`src/pcsox_params.svh`:
```
/*
 * Constants for the coding-sublayer status and OAM transmit register bank:
 * register offsets, field positions, codes and timing figures.
 * Assumes it is included by bare name from the package and the modules.
 */
`ifndef PCSOX_PARAMS_SVH
`define PCSOX_PARAMS_SVH

// register offsets as printed; the top nibble selects the MMD space
`define PCSOX_ADDR_MASK 16'h0FFF
`define PCSOX_OFS_STATUS 16'h3901
`define PCSOX_OFS_STATUS_TWO 16'h3902
`define PCSOX_OFS_TX_CONTROL 16'h3904
`define PCSOX_OFS_PAYLOAD_LOW 16'h3905
`define PCSOX_OFS_PAYLOAD_MID 16'h3906
`define PCSOX_OFS_PAYLOAD_HIGH 16'h3907
`define PCSOX_OFS_PAYLOAD_TOP 16'h3908
`define PCSOX_WORD_RESET 16'h0000

// first status register fields
`define PCSOX_BIT_FAULT 7
`define PCSOX_BIT_LINK_LL 2
// second status register fields
`define PCSOX_BIT_LINK_LIVE 10
`define PCSOX_BIT_HIGH_ERR 9
`define PCSOX_BIT_BLOCK_LOCK 8
`define PCSOX_BIT_HIGH_ERR_LH 7
`define PCSOX_BIT_BLOCK_LL 6
// transmit control register fields
`define PCSOX_BIT_PENDING 15
`define PCSOX_BIT_FLIP 14
`define PCSOX_BIT_ACKED 13
`define PCSOX_BIT_ACK_FLIP 12
`define PCSOX_NUM_HI 11
`define PCSOX_NUM_LO 8
`define PCSOX_BIT_PING_IN 3
`define PCSOX_BIT_PING_OUT 2
`define PCSOX_SNR_HI 1
`define PCSOX_SNR_LO 0

// signal quality codes
`define PCSOX_SNR_FAILING 2'h0
`define PCSOX_SNR_LPI_REFRESH 2'h1
`define PCSOX_SNR_MARGINAL 2'h2
`define PCSOX_SNR_GOOD 2'h3

// timing: clock period and relink window, both in ns
`define PCSOX_CLK_NS 20
`define PCSOX_RELINK_MIN_NS 2000000
`define PCSOX_RELINK_MAX_NS 4000000
`define PCSOX_RELINK_MIN_CYC ((`PCSOX_RELINK_MIN_NS + `PCSOX_CLK_NS - 1) / `PCSOX_CLK_NS)
`define PCSOX_RELINK_MAX_CYC (`PCSOX_RELINK_MAX_NS / `PCSOX_CLK_NS)

`endif

```
`src/pcsox_pkg.sv`:
```
/*
 * Types shared by the register bank and its OAM transmit control leaf.
 * Assumes the params header sits beside it on the include path.
 */
`include "pcsox_params.svh"

package pcsox_pkg;
	// one management word
	typedef logic [15:0] pcsox_word_t;
	// signal quality code
	typedef logic [1:0] pcsox_snr_t;
	// relink sequencing after a failing signal quality report
	typedef enum logic [1:0] {
		RL_IDLE,
		RL_WAIT_FRAME,
		RL_DROP
	} pcsox_relink_e;
endpackage : pcsox_pkg

```
`src/pcsox_tx_if.sv`:
```
/*
 * Carrier between the register bank and the OAM transmit control leaf.
 * Assumes both ends run on the same clock; all signals are levels or
 * single-cycle pulses in that domain.
 */
`timescale 1ns/100ps
`default_nettype none

interface pcsox_tx_if;
	import pcsox_pkg::*;
	logic load;          // state machine takes the pending message
	logic pending_set;   // software wrote a one to the valid bit
	logic ack_read;      // software read the transmit control word
	logic partner_ack;   // partner acknowledged a message
	logic partner_flip;  // toggle value acknowledged by the partner
	logic ping_good;     // good frame received
	logic ping_bit;      // ping value in that frame
	logic frame_end;     // end of the current outgoing frame
	pcsox_snr_t snr;     // local signal quality
	logic pending;       // message waiting to be taken
	logic flip;          // toggle to send with the message
	logic acked;         // sticky partner acknowledgement
	logic ack_flip;      // last acknowledged toggle
	logic ping_in;       // captured ping value
	logic link_drop;     // link held down before relink
	modport bank (output load, pending_set, ack_read, partner_ack, partner_flip,
		ping_good, ping_bit, frame_end, snr,
		input pending, flip, acked, ack_flip, ping_in, link_drop);
	modport ctl (input load, pending_set, ack_read, partner_ack, partner_flip,
		ping_good, ping_bit, frame_end, snr,
		output pending, flip, acked, ack_flip, ping_in, link_drop);
endinterface : pcsox_tx_if

`default_nettype wire
```
`src/pcsox_oam_tx_ctl.sv`:
```
/*
 * OAM transmit handshake leaf: valid/toggle bits, partner acknowledgement,
 * received ping capture and the relink sequence on a failing quality code.
 * Assumes pulses on the carrier last one clock and that frame_end marks the
 * last cycle of an outgoing frame.
 */
`timescale 1ns/100ps
`default_nettype none
`include "pcsox_params.svh"

module pcsox_oam_tx_ctl #(
	parameter int RELINK_CYC = `PCSOX_RELINK_MIN_CYC
) (
	input wire logic mclk_in,     // device clock
	input wire logic rst_n_in,    // synchronous reset, active low
	pcsox_tx_if.ctl tx            // carrier to the register bank
);
	import pcsox_pkg::*;

	localparam int CNT_W = $clog2(RELINK_CYC + 1);

	// refuse a drop time below one cycle or above the permitted window maximum
	if (RELINK_CYC < 1 || RELINK_CYC > `PCSOX_RELINK_MAX_CYC) begin : g_chk
		$error("relink count outside the permitted window");
	end

	pcsox_relink_e state_q;
	logic [CNT_W-1:0] cnt_q;
	logic take;

	////////////////////////////////////////////////////////////////////////
	// valid and toggle handshake

	// a load only counts while a message is actually pending
	assign take = tx.load & tx.pending;

	// clear on load
	// a software set in the same cycle wins, so a fresh message is kept
	always_ff @(posedge mclk_in) begin
		if (!rst_n_in) begin
			tx.pending <= 1'b0;
		end else if (tx.pending_set) begin
			tx.pending <= 1'b1;
		end else if (take) begin
			tx.pending <= 1'b0;
		end
	end

	always_ff @(posedge mclk_in) begin
		if (!rst_n_in) begin
			tx.flip <= 1'b0;
		end else if (take) begin
			tx.flip <= ~tx.flip;
		end
	end

	////////////////////////////////////////////////////////////////////////
	// partner acknowledgement and ping

	// sticky, clear on read
	// a new acknowledgement beats the read that would clear it
	always_ff @(posedge mclk_in) begin
		if (!rst_n_in) begin
			tx.acked <= 1'b0;
		end else if (tx.partner_ack) begin
			tx.acked <= 1'b1;
		end else if (tx.ack_read) begin
			tx.acked <= 1'b0;
		end
	end

	always_ff @(posedge mclk_in) begin
		if (!rst_n_in) begin
			tx.ack_flip <= 1'b0;
		end else if (tx.partner_ack) begin
			tx.ack_flip <= tx.partner_flip;
		end
	end

	always_ff @(posedge mclk_in) begin
		if (!rst_n_in) begin
			tx.ping_in <= 1'b0;
		end else if (tx.ping_good) begin
			tx.ping_in <= tx.ping_bit;
		end
	end

	////////////////////////////////////////////////////////////////////////
	// relink sequence

	// drop after frame end
	// the drop lasts the minimum window, so relink lands inside 2 to 4 ms
	always_ff @(posedge mclk_in) begin
		if (!rst_n_in) begin
			state_q <= RL_IDLE;
			cnt_q <= '0;
		end else begin
			unique case (state_q)
				RL_IDLE: begin
					if (tx.snr == `PCSOX_SNR_FAILING) begin
						state_q <= tx.frame_end ? RL_DROP : RL_WAIT_FRAME;
					end
					cnt_q <= '0;
				end
				RL_WAIT_FRAME: begin
					if (tx.frame_end) begin
						state_q <= RL_DROP;
					end
				end
				RL_DROP: begin
					if (cnt_q == CNT_W'(RELINK_CYC - 1)) begin
						state_q <= RL_IDLE;
					end
					cnt_q <= cnt_q + 1'b1;
				end
			endcase
		end
	end

	assign tx.link_drop = (state_q == RL_DROP);
endmodule : pcsox_oam_tx_ctl

`default_nettype wire

```
`src/pcsox_regs.sv`:
```
/*
 * Coding-sublayer status and OAM transmit register bank of a single-pair
 * gigabit transceiver, reached over the MMD management register space.
 * Assumes the management port gives one-cycle read and write strobes with a
 * stable address, and that all status inputs are synchronous to mclk_in.
 */
// Notes on behaviour
// - fault flag in first status bit 7
// - link up live bit 10, latched bit 2
// - high error rate live in bit 9
// - block lock live in bit 8
// - high error rate latched high, bit 7
// - block lock latched low, bit 6
// - valid self-clears when message is loaded
// - toggle bit 14 set by hardware only
// - partner acknowledge bit 13, clear on read
// - bit 12 shows acknowledged toggle value
// - message number bits 11-8 sent along
// - bit 3 holds latest received ping
// - bit 2 ping value sent out
// - bits 1-0 report local signal quality
// - failing quality drops link then relinks
// - code 01 asks partner leave idle
// - octets 1/0 and 3/2, lsb first
// - octets 5/4 and 7/6, lsb first
`timescale 1ns/100ps
`default_nettype none
`include "pcsox_params.svh"

module pcsox_regs #(
	parameter int RELINK_CYC = `PCSOX_RELINK_MIN_CYC,
	parameter int NUM_W = 4
) (
	input wire logic mclk_in,                          // device clock, 50 MHz
	input wire logic rst_n_in,                         // synchronous reset, active low
	input wire logic [15:0] reg_addr_in,               // management register address
	input wire logic reg_wr_in,                        // write strobe, one cycle
	input wire logic reg_rd_in,                        // read strobe, one cycle
	input wire pcsox_pkg::pcsox_word_t reg_wdata_in,   // write data
	output pcsox_pkg::pcsox_word_t reg_rdata_out,      // read data, registered
	output logic reg_rvalid_out,                       // read data valid pulse
	input wire logic pcs_fault_in,                     // fault condition present
	input wire logic rx_link_up_in,                    // receive link up
	input wire logic high_error_rate_live_in,          // high error rate reported
	input wire logic block_lock_in,                    // locked to received blocks
	input wire logic oam_load_in,                      // state machine takes message
	input wire logic partner_ack_in,                   // partner acknowledged, pulse
	input wire logic partner_ack_flip_in,              // toggle acknowledged
	input wire logic ping_good_in,                     // good frame received, pulse
	input wire logic ping_frame_bit_in,                // ping value in that frame
	input wire pcsox_pkg::pcsox_snr_t local_signal_quality_in, // local quality code
	input wire logic oam_frame_end_in,                 // end of outgoing frame
	input wire logic eee_enable_in,                    // energy-efficient mode on
	output logic msg_out_pending_out,                  // message waiting to be taken
	output logic msg_out_flip_bit_out,                 // toggle for the message
	output logic [NUM_W-1:0] msg_out_number_out,       // number sent with message
	output logic ping_out_value_out,                   // ping sent in every frame
	output pcsox_pkg::pcsox_word_t msg_out_octets_1_0_out, // loaded octets 1/0
	output pcsox_pkg::pcsox_word_t msg_out_octets_3_2_out, // loaded octets 3/2
	output pcsox_pkg::pcsox_word_t msg_out_octets_5_4_out, // loaded octets 5/4
	output pcsox_pkg::pcsox_word_t msg_out_octets_7_6_out, // loaded octets 7/6
	output pcsox_pkg::pcsox_snr_t tx_signal_quality_out,   // quality code sent out
	output logic lpi_exit_request_out,                 // ask partner to leave idle
	output logic link_drop_out                         // hold link down before relink
);
	import pcsox_pkg::*;

	// the number field is four bits wide in the control word
	if (NUM_W != (`PCSOX_NUM_HI - `PCSOX_NUM_LO + 1)) begin : g_chk
		$error("message number width must match the control field");
	end

	pcsox_tx_if tx ();

	////////////////////////////////////////////////////////////////////////
	// address decode

	logic sel_status;
	logic sel_status_two;
	logic sel_tx_control;
	logic sel_pay_low;
	logic sel_pay_mid;
	logic sel_pay_high;
	logic sel_pay_top;
	logic mapped;
	logic [15:0] addr_low;

	// the MMD nibble on top of the address is ignored
	assign addr_low = reg_addr_in & `PCSOX_ADDR_MASK;
	assign sel_status = (addr_low == (`PCSOX_OFS_STATUS & `PCSOX_ADDR_MASK));
	assign sel_status_two = (addr_low == (`PCSOX_OFS_STATUS_TWO & `PCSOX_ADDR_MASK));
	assign sel_tx_control = (addr_low == (`PCSOX_OFS_TX_CONTROL & `PCSOX_ADDR_MASK));
	assign sel_pay_low = (addr_low == (`PCSOX_OFS_PAYLOAD_LOW & `PCSOX_ADDR_MASK));
	assign sel_pay_mid = (addr_low == (`PCSOX_OFS_PAYLOAD_MID & `PCSOX_ADDR_MASK));
	assign sel_pay_high = (addr_low == (`PCSOX_OFS_PAYLOAD_HIGH & `PCSOX_ADDR_MASK));
	assign sel_pay_top = (addr_low == (`PCSOX_OFS_PAYLOAD_TOP & `PCSOX_ADDR_MASK));
	assign mapped = sel_status | sel_status_two | sel_tx_control | sel_pay_low |
		sel_pay_mid | sel_pay_high | sel_pay_top;

	// software access to each latched word; a write of zero counts too
	logic status_access;
	logic status_two_access;
	logic link_refresh;
	logic high_err_refresh;
	logic block_refresh;

	assign status_access = sel_status & (reg_rd_in | reg_wr_in);
	assign status_two_access = sel_status_two & (reg_rd_in | reg_wr_in);
	assign link_refresh = status_access &
		(reg_rd_in | ~reg_wdata_in[`PCSOX_BIT_LINK_LL]);
	assign high_err_refresh = status_two_access &
		(reg_rd_in | ~reg_wdata_in[`PCSOX_BIT_HIGH_ERR_LH]);
	assign block_refresh = status_two_access &
		(reg_rd_in | ~reg_wdata_in[`PCSOX_BIT_BLOCK_LL]);

	////////////////////////////////////////////////////////////////////////
	// live status sampling

	logic fault_q;
	logic link_live_q;
	logic high_err_q;
	logic block_lock_q;

	always_ff @(posedge mclk_in) begin
		if (!rst_n_in) begin
			fault_q <= 1'b0;
			link_live_q <= 1'b0;
			high_err_q <= 1'b0;
			block_lock_q <= 1'b0;
		end else begin
			fault_q <= pcs_fault_in;
			link_live_q <= rx_link_up_in;
			high_err_q <= high_error_rate_live_in;
			block_lock_q <= block_lock_in;
		end
	end

	////////////////////////////////////////////////////////////////////////
	// latched status flags

	logic rx_link_latched_low_q;
	logic high_error_rate_latched_q;
	logic rx_block_aligned_latched_q;

	// link latched low
	// a drop wins over the refresh; a read reloads the live level
	always_ff @(posedge mclk_in) begin
		if (!rst_n_in) begin
			rx_link_latched_low_q <= 1'b0;
		end else if (!rx_link_up_in) begin
			rx_link_latched_low_q <= 1'b0;
		end else if (link_refresh) begin
			rx_link_latched_low_q <= 1'b1;
		end
	end

	// latched high error
	// an error report in the access cycle keeps the flag set
	always_ff @(posedge mclk_in) begin
		if (!rst_n_in) begin
			high_error_rate_latched_q <= 1'b0;
		end else if (high_error_rate_live_in) begin
			high_error_rate_latched_q <= 1'b1;
		end else if (high_err_refresh) begin
			high_error_rate_latched_q <= 1'b0;
		end
	end

	// block lock latched low
	// starts at zero, so software must read once to see lock held
	always_ff @(posedge mclk_in) begin
		if (!rst_n_in) begin
			rx_block_aligned_latched_q <= 1'b0;
		end else if (!block_lock_in) begin
			rx_block_aligned_latched_q <= 1'b0;
		end else if (block_refresh) begin
			rx_block_aligned_latched_q <= 1'b1;
		end
	end

	////////////////////////////////////////////////////////////////////////
	// writable transmit fields

	logic [NUM_W-1:0] msg_out_number_q;
	logic ping_out_value_q;
	pcsox_word_t payload_q [4];
	logic [3:0] pay_sel;

	assign pay_sel = {sel_pay_top, sel_pay_high, sel_pay_mid, sel_pay_low};

	always_ff @(posedge mclk_in) begin
		if (!rst_n_in) begin
			msg_out_number_q <= '0;
			ping_out_value_q <= 1'b0;
		end else if (reg_wr_in && sel_tx_control) begin
			msg_out_number_q <= reg_wdata_in[`PCSOX_NUM_HI:`PCSOX_NUM_LO];
			ping_out_value_q <= reg_wdata_in[`PCSOX_BIT_PING_OUT];
		end
	end

	genvar gi;
	generate
		for (gi = 0; gi < 4; gi++) begin : g_pay
			always_ff @(posedge mclk_in) begin
				if (!rst_n_in) begin
					payload_q[gi] <= `PCSOX_WORD_RESET;
				end else if (reg_wr_in && pay_sel[gi]) begin
					payload_q[gi] <= reg_wdata_in;
				end
			end
		end
	endgenerate

	////////////////////////////////////////////////////////////////////////
	// handshake with the transmit control leaf

	// set only after content
	// writing the valid bit in the same word as the number is allowed;
	// the number lands in the same edge as the valid bit
	assign tx.pending_set = reg_wr_in & sel_tx_control & reg_wdata_in[`PCSOX_BIT_PENDING];
	assign tx.ack_read = reg_rd_in & sel_tx_control;
	assign tx.load = oam_load_in;
	assign tx.partner_ack = partner_ack_in;
	assign tx.partner_flip = partner_ack_flip_in;
	assign tx.ping_good = ping_good_in;
	assign tx.ping_bit = ping_frame_bit_in;
	assign tx.frame_end = oam_frame_end_in;
	assign tx.snr = local_signal_quality_in;

	pcsox_oam_tx_ctl #(
		.RELINK_CYC(RELINK_CYC)
	) u_tx_ctl (
		.mclk_in(mclk_in),
		.rst_n_in(rst_n_in),
		.tx(tx.ctl)
	);

	////////////////////////////////////////////////////////////////////////
	// loaded message snapshot

	// number and all four octet words on load
	// snapshot at load so later software writes cannot tear a message;
	// bit 0 of each word is the first bit on the wire
	always_ff @(posedge mclk_in) begin
		if (!rst_n_in) begin
			msg_out_number_out <= '0;
			msg_out_octets_1_0_out <= `PCSOX_WORD_RESET;
			msg_out_octets_3_2_out <= `PCSOX_WORD_RESET;
			msg_out_octets_5_4_out <= `PCSOX_WORD_RESET;
			msg_out_octets_7_6_out <= `PCSOX_WORD_RESET;
		end else if (oam_load_in && tx.pending) begin
			msg_out_number_out <= msg_out_number_q;
			msg_out_octets_1_0_out <= payload_q[0];
			msg_out_octets_3_2_out <= payload_q[1];
			msg_out_octets_5_4_out <= payload_q[2];
			msg_out_octets_7_6_out <= payload_q[3];
		end
	end

	////////////////////////////////////////////////////////////////////////
	// outgoing quality and idle control

	// leave idle request
	// only meaningful with energy-efficient mode on
	always_ff @(posedge mclk_in) begin
		if (!rst_n_in) begin
			tx_signal_quality_out <= `PCSOX_SNR_FAILING;
			lpi_exit_request_out <= 1'b0;
		end else begin
			tx_signal_quality_out <= local_signal_quality_in;
			lpi_exit_request_out <= eee_enable_in &
				(local_signal_quality_in == `PCSOX_SNR_LPI_REFRESH);
		end
	end

	// leaf state straight out, plus the bank's ping value; pending and toggle are leaf flip-flops, link drop decodes the leaf state
	assign msg_out_pending_out = tx.pending;
	assign msg_out_flip_bit_out = tx.flip;
	assign link_drop_out = tx.link_drop;
	assign ping_out_value_out = ping_out_value_q;

	////////////////////////////////////////////////////////////////////////
	// read data assembly

	pcsox_word_t rd_mux;

	always_comb begin
		rd_mux = `PCSOX_WORD_RESET;
		if (sel_status) begin
			rd_mux[`PCSOX_BIT_FAULT] = fault_q;
			rd_mux[`PCSOX_BIT_LINK_LL] = rx_link_latched_low_q;
		end else if (sel_status_two) begin
			rd_mux[`PCSOX_BIT_LINK_LIVE] = link_live_q;
			rd_mux[`PCSOX_BIT_HIGH_ERR] = high_err_q;
			rd_mux[`PCSOX_BIT_BLOCK_LOCK] = block_lock_q;
			rd_mux[`PCSOX_BIT_HIGH_ERR_LH] = high_error_rate_latched_q;
			rd_mux[`PCSOX_BIT_BLOCK_LL] = rx_block_aligned_latched_q;
		end else if (sel_tx_control) begin
			rd_mux[`PCSOX_BIT_PENDING] = tx.pending;
			rd_mux[`PCSOX_BIT_FLIP] = tx.flip;
			rd_mux[`PCSOX_BIT_ACKED] = tx.acked;
			rd_mux[`PCSOX_BIT_ACK_FLIP] = tx.ack_flip;
			rd_mux[`PCSOX_NUM_HI:`PCSOX_NUM_LO] = msg_out_number_q;
			rd_mux[`PCSOX_BIT_PING_IN] = tx.ping_in;
			rd_mux[`PCSOX_BIT_PING_OUT] = ping_out_value_q;
			rd_mux[`PCSOX_SNR_HI:`PCSOX_SNR_LO] = local_signal_quality_in;
		end else begin
			for (int i = 0; i < 4; i++) begin
				if (pay_sel[i]) begin
					rd_mux = payload_q[i];
				end
			end
		end
	end

	// data is captured with the strobe, so latched flags show the value
	// from before the read refreshes them
	always_ff @(posedge mclk_in) begin
		if (!rst_n_in) begin
			reg_rdata_out <= `PCSOX_WORD_RESET;
			reg_rvalid_out <= 1'b0;
		end else begin
			reg_rvalid_out <= reg_rd_in;
			if (reg_rd_in) begin
				reg_rdata_out <= mapped ? rd_mux : `PCSOX_WORD_RESET;
			end
		end
	end
endmodule : pcsox_regs

`default_nettype wire

```
`config.mk`:
```
export PLATFORM = sky130hd
export DESIGN_NAME = pcsox_regs
export DESIGN_NICKNAME = d
export VERILOG_FILES = /design/src/pcsox_pkg.sv /design/src/pcsox_tx_if.sv /design/src/pcsox_oam_tx_ctl.sv /design/src/pcsox_regs.sv
export VERILOG_INCLUDE_DIRS = /design/src /design/src/src
export SDC_FILE = /design/constraint.sdc
export NUM_CORES = 1
export LEC_CHECK = 0
export ABC_AREA = 0
export BUFFER_PORTS_ARGS = -buffer_cell sky130_fd_sc_hd__buf_2
export CAP_MARGIN = 10
export CORE_UTILIZATION = 55
export CTS_BUF_LIST = sky130_fd_sc_hd__clkbuf_4 sky130_fd_sc_hd__clkbuf_8
export CTS_CLUSTER_SIZE = 20
export DETAILED_ROUTE_END_ITERATION = 8
export PLACE_DENSITY_LB_ADDON = 0.3
export SYNTH_ARGS = -nofsm -noshare
export SYNTH_HDL_FRONTEND = slang
export SYNTH_HIERARCHICAL = 1
export SYNTH_SLANG_ARGS = --single-unit
export TNS_END_PERCENT = 5
```
`constraint.sdc`:
```
create_clock -name mclk_in -period 3.62 [get_ports mclk_in]
set_clock_uncertainty 0.2 [all_clocks]
set_input_delay 0.181 -clock mclk_in [delete_from_list [all_inputs] [get_ports mclk_in]]
set_output_delay 0.181 -clock mclk_in [all_outputs]
set_load 0.03 [all_outputs]
```
Word level (Yosys, flattened, before mapping)
Memories as Yosys holds them, arrays and structs flattened.
Cells that the tools add are included.
{ "totals": {"ram_bits": 64, "memories": 1, "regBits": 124, "out_inout_bits": 92} }
{ "mem_list": {"columns": ["name", "depth", "width", "read_ports", "rd_clocked_by_memory_dff", "write_ports", "line", "rtl"], "rows": [
  ["payload_q", 4, 16, 4, 0, 4, "pcsox_regs.sv:186", "pcsox_word_t payload_q [4];"]
]} }
{ "classes": {"n_bitwise": 28, "reduce_logical": 15, "n_addsub": 1, "eq_ne": 14, "n_mux": 45} }
{ "ops": {"columns": ["operator", "n"], "rows": [
  ["$mux W16", 9],
  ["$eq A12 B12 Y1 const B", 7],
  ["$pmux W17 S2", 1],
  ["$mux W1", 21],
  ["$add A17 B1 Y17 const B", 1],
  ["$eq A17 B17 Y1 const B", 1],
  ["$mux W8", 2],
  ["$or A1 B1 Y1", 14],
  ["$mux W4", 3],
  ["$and A1 B1 Y1", 10],
  ["$mux W2", 5],
  ["$mux W5", 2],
  ["$reduce_bool A2 Y1", 4],
  ["$logic_and A1 B1 Y1", 6],
  ["$mux W6", 1],
  ["$pmux W2 S3", 1],
  ["$eq A2 B1 Y1 const B", 2],
  ["$logic_not A2 Y1", 2],
  ["$ne A2 B1 Y1 const B", 2],
  ["$not A1 Y1", 4],
  ["$reduce_and A2 Y1", 2],
  ["$reduce_and A3 Y1", 1],
  ["$eq A2 B2 Y1 const B", 1],
  ["$ne A2 B2 Y1 const B", 1]
]} }

Logic depth before layout (Yosys ltp)
{ "depth": {"ltp_word": 9, "mapped_depth": 7} }

Hierarchy
The synthesis kept the hierarchy.
{ "by_module_without_submodules": {"columns": ["module", "seq_area_each_um2", "area_each_um2", "n_inst", "cells_per_inst"], "rows": [
  ["pcsox_regs", 3923.8, 6917.9, 1, 688],
  ["pcsox_oam_tx_ctl", 480.5, 1295.0, 1, 142]
]} }

Worst setup path after synthesis
Ideal clock, no wire load.
{ "synth_path": {"kind": "input-to-reg", "startpoint": "input port reg_addr_in[5]", "endpoint": "memory payload_q[1][0] in the netlist's numbering (enable)", "setup_ns": 0.411, "cell_stages": 5, "slack_ns": 0.585, "t_arrival_ns": 2.424, "path_cell_list": "or4_4 > buf_6 > nor3_2 > nand2_1 > o21ai_0"} }
{ "synth_lines": {"columns": ["item", "line", "rtl"], "rows": [
  ["start: declaration", "pcsox_regs.sv:36", "input wire logic [15:0] reg_addr_in,"],
  ["end: declaration", "pcsox_regs.sv:186", null]
]} }

Worst setup path after layout
{ "layout_path": {"startpoint": "input port reg_addr_in[10]", "endpoint": "register u_tx_ctl.tx.pending"} }
{ "layout_between": {"elab_chain_len": 4, "elab_cells_between_ends": 5} }
{ "layout_rtl": {"columns": ["item", "line", "rtl"], "rows": [
  ["$eq A12 B12 Y1 *", "pcsox_regs.sv:92", "assign sel_tx_control = (addr_low == (`PCSOX_OFS_TX_CONTROL & `PCSOX_ADDR_MASK));"],
  ["$and A1 B1 Y1 * (2 in series)", "pcsox_regs.sv:220", "assign tx.pending_set = reg_wr_in & sel_tx_control & reg_wdata_in[`PCSOX_BIT_PENDING];"],
  ["named net tx.pending_set", "pcsox_tx_if.sv:12", "logic pending_set;"],
  ["$mux W1 / $reduce_bool A2 Y1 (equally long branches)", null, null],
  ["end signal: assignment", "pcsox_oam_tx_ctl.sv:41", "tx.pending <= 1'b0;"],
  ["end signal: assignment", "pcsox_oam_tx_ctl.sv:43", "tx.pending <= 1'b1;"],
  ["end signal: assignment", "pcsox_oam_tx_ctl.sv:45", "tx.pending <= 1'b0;"],
  ["end: declaration", "pcsox_tx_if.sv:31", "output pending, flip, acked, ack_flip, ping_in, link_drop);"]
]} }
The timed path passes the listed nets; every way through them passes the cells marked *.
A chain may end at the register's enable or synchronous reset.

==> results.py <==
metrics = {
    "clock_tree": {
        "cts.sinks": 188,
        "root_buffer": "clkbuf_8",
        "clkLatencyLatePin_ps": 470,
        "tritoncts": "built",
        "post_cts_buffers": 0,
        "clockBufferDepth": 2,
        "htree_levels": 4,
        "cts_made_buffers": 17,
        "cts.clk_slew.worst_paths_ps": 90,
    },
    "floorplan": {
        "core.rowCount": 44,
        "io-pin-count": 141,
        "die_width_microns": 124,
        "die_h_microns": 124,
        "dieArea_sq_um": 15400,
        "core_area_sq_um": 14500,
        "initial_core_util_pct": 56.5,
    },
    "logic_synthesis": {
        "synth_edf_count": 64,
        "ys.warnings.count": 6,
        "ys_types": 72,
        "synth-async-reset-ratio_pct": 0,
        "avgSynthCellArea_sq_um": 9.90,
        "syn-num-nets": 883,
        "ys_seq_area_share_pct": 53.6,
        "synth-seq-cells": 188,
        "synth_area_sq_um": 8210,
        "yosys_most_used_dff": "dfxtp_1",
        "postSynthCellCount": 830,
    },
    "timing": {
        "setup_viol": 0,
        "rsz0062_at_grt": "false",
        "finalHoldViolations": 0,
        "clock.fmax_mhz": 406,
        "slew_headroom_pct": 26.6,
        "tns_ps": 0,
        "post-route-period-util_pct": 68.0,
        "fin_crit_ps": 2460,
        "maxSlewViolCount": 0,
        "tightest_slew_ps": 1100,
    },
    "global_routing": {
        "grt_first_pass_wirelength_microns": 34600,
        "grt_pass1_vias": 6587,
        "overflow": 0,
        "grt_max_degree": 46,
        "antenna_found_initial": 0,
        "grt_use_total_pct": 28.8,
    },
    "critical_path": {
        "cp.depth": 6,
        "critPathBufInv": 2,
        "startpoint": "reg_addr_in[10]",
        "worstSetupPathType": "primary input to flop",
        "r2r_end": "msg_out_octets_1_0_out[11]",
        "crit_family": "simple AND/OR/NAND/NOR gates",
        "max_stage_delay_ps": 820,
        "crit_path_end": "u_tx_ctl/tx.pending",
        "crit_chain": "buf_2 -> nand4bb_1 -> nor4_4 -> and3_1 -> o21a_1 -> dlygate4sd3_1",
        "cp-start-kind": "primary input",
        "reg2reg_from": "u_tx_ctl/tx.pending",
        "cp_max_fo": 10,
        "cp_slowest_cell": "nor4_4",
        "crit_path_end_kind": "flop",
        "reg2reg_slack_ps": 1370,
        "reg2regPathDepth": 4,
        "critPathRequiredTime_ps": 3840,
        "cp.arrival_ps": 2680,
    },
    "finish": {
        "seq_area_sq_um": 4400,
        "nets": 1042,
        "n_antenna_cell": 0,
        "num-fill-cells": 1174,
        "drive_gt1_share_pct": 21.0,
        "fin_cells": 1186,
        "syn_to_final_growth_pct": 19.7,
        "utilization_pct": 67.7,
        "multiInputGateArea_sq_um": 3560,
    },
    "placed_design": {
        "io_buffers": 136,
        "dp.cells": 1115,
        "dpl.hpwl_microns": 14700,
        "gp_congestion": 0.923,
    },
    "routing": {
        "wl_per_cell_microns": 18.3,
        "route.detailed.drc": 0,
        "totalWireLength_microns": 21700,
        "routed_via_density": 5.79,
        "ant_nets": 0,
        "firstDrtPassIters": 5,
        "first_iter_violations": 630,
        "via_count": 6870,
    },
    "worst_hold_path": {
        "hold_path_startpoint": "reg_wdata_in[6]",
        "hp-class": "primary input to flop",
    },
    "run_status": {
        "status": "completed",
    },
    "pwr": {
        "irDropWorstVdd_mv": 0.309,
        "p_per_area_nw_per_um2": 412,
        "cellLeakagePower_nw": 3.78,
    },
    "flow_run": {
        "maxCapViolCount": 0,
    },
}
==> kinds of logic after synthesis <==
kind of cell,synth area share (%)
adder cells (fa/ha/maj),0.609
AND/OR/NAND/NOR,23.7
AO/OA/AOI/OAI,16.5
XOR/XNOR,0.213
buffers and inverters,3.03
flip-flops,53.6
multiplexers,2.36
==> how the worst min path moves through the flow <==
stage                 endpoint  depth (start not counted)  slack, ps
3_5_place_dp           fault_q                          2        190
5_1_grt        payload_q[3][6]                          3         10
6_report       payload_q[3][6]                          3         30
2_1_floorplan       high_err_q                          1        100
3_3_place_gp           fault_q                          2        190
4_1_cts        payload_q[3][6]                          3        0.2
==> sequential cells by signal, indices dropped and copies added (netlist names), 2 cells and up <==
name	cells
payload_q	64
u_tx_ctl/cnt_q	17
msg_out_octets_1_0_out	16
msg_out_octets_3_2_out	16
msg_out_octets_5_4_out	16
msg_out_octets_7_6_out	16
reg_rdata_out	16
msg_out_number_out	4
msg_out_number_q	4
tx_signal_quality_out	2
u_tx_ctl/state_q	2
==> Yosys cell counts (all sizes together), types with 3 or more instances <==
library cell	count	share of area (%)
o221ai	6	0.64
a21oi	24	1.5
nand2	177	8.1
a22oi	6	0.55
nor2b	20	1.5
o21ai	27	1.6
and3	4	0.30
a22o	3	0.32
mux2i	16	1.9
o21a	11	1.0
nor2	21	0.99
or4	3	0.32
mux2	3	0.41
nand4	5	0.46
nand3b	3	0.27
a31oi	4	0.30
clkbuf	37	1.7
nand3	18	1.2
nor3	12	0.98
nand2b	7	0.53
o311ai	3	0.32
buf	14	1.0
a21boi	77	7.0
a21o	6	0.55
dfxtp	124	30
ha	4	0.61
edfxtp	64	23
o31ai	3	0.34
inv	7	0.32
and3b	3	0.32
and2	68	5.2
a2bb2oi	6	0.64
nor4	12	1.6
o22ai	3	0.23
==> through the flow <==
step,hold slack [ps],worst slack (ps),cell area [sq um],power (W)
2_1_floorplan,103,585,8210,0.00248
3_3_place_gp,192,906,9020,0.00259
3_5_place_dp,191,892,9020,0.00260
4_1_cts,0.241,1250,9830,0.00405
5_1_grt,12.3,1000,9830,0.00419
6_report,27.5,1160,9830,0.00405
==> metal layers <==
metal	up-vias	wire length (microns)	global-route usage [%]	share of wire, %
met5	-	0	0	0
met4	0	563	11.1	2.6
met3	44	1790	6.08	8.2
met2	322	10300	46.1	47
met1	3274	9130	38.1	42
li1	3230	-	-	-
==> cells in the final DEF (no fill, tap or decap), types with 7 or more instances in the layout <==
| master | netlist | layout |
|---|---|---|
| nand2_1 | 177 | 176 |
| buf_2 | 6 | 136 |
| dfxtp_1 | 124 | 124 |
| a21boi_0 | 73 | 73 |
| and2_1 | 68 | 67 |
| edfxtp_1 | 64 | 64 |
| dlygate4sd3_1 | 0 | 39 |
| a21oi_1 | 23 | 23 |
| nor2_1 | 20 | 20 |
| nor2b_1 | 20 | 20 |
| o21ai_0 | 22 | 20 |
| clkbuf_8 | 0 | 18 |
| nand3_1 | 17 | 17 |
| mux2i_1 | 16 | 16 |
| buf_4 | 0 | 16 |
| o21a_1 | 11 | 11 |
| nor3_1 | 8 | 8 |
| nor4_1 | 8 | 8 |
| nand2b_1 | 7 | 7 |
| o21ai_1 | 5 | 7 |
| inv_1 | 7 | 7 |
==> worst reg2reg max path, delay by kind of cell, from the launching register on <==
kind                   cells  cell delay, ps
buffers and inverters      1             410
AO/OA/AOI/OAI              1             210
AND/OR/NAND/NOR            2             890
flip-flops                 1             450
==> layout make-up <==
type | instances | area share [%]
Inverter | 7 | 0.267
Multi-Input combinational cell | 584 | 36.2
Timing Repair Buffer | 191 | 12.1
Clock inverter | 13 | 1.67
Sequential cell | 188 | 44.8
Clock buffer | 19 | 2.60
Tap cell | 184 | 2.34
==> repair_timing <==
| action | in CTS | in global routing |
|---|---|---|
| resized for setup | 0 | 0 |
| hold buffers | 39 | 0 |
| endpoints found under the hold margin | 97 | 0 |
| endpoints found under the setup margin | 0 | 0 |
==> power by group <==
part           internal (W)  leakage (nW)  switching [W]
Combinational      0.000123          1.98       0.000197
Sequential          0.00223          1.61      0.0000358
Clock              0.000711         0.195       0.000758
No activity file was read; power rests on OpenSTA's default activity.
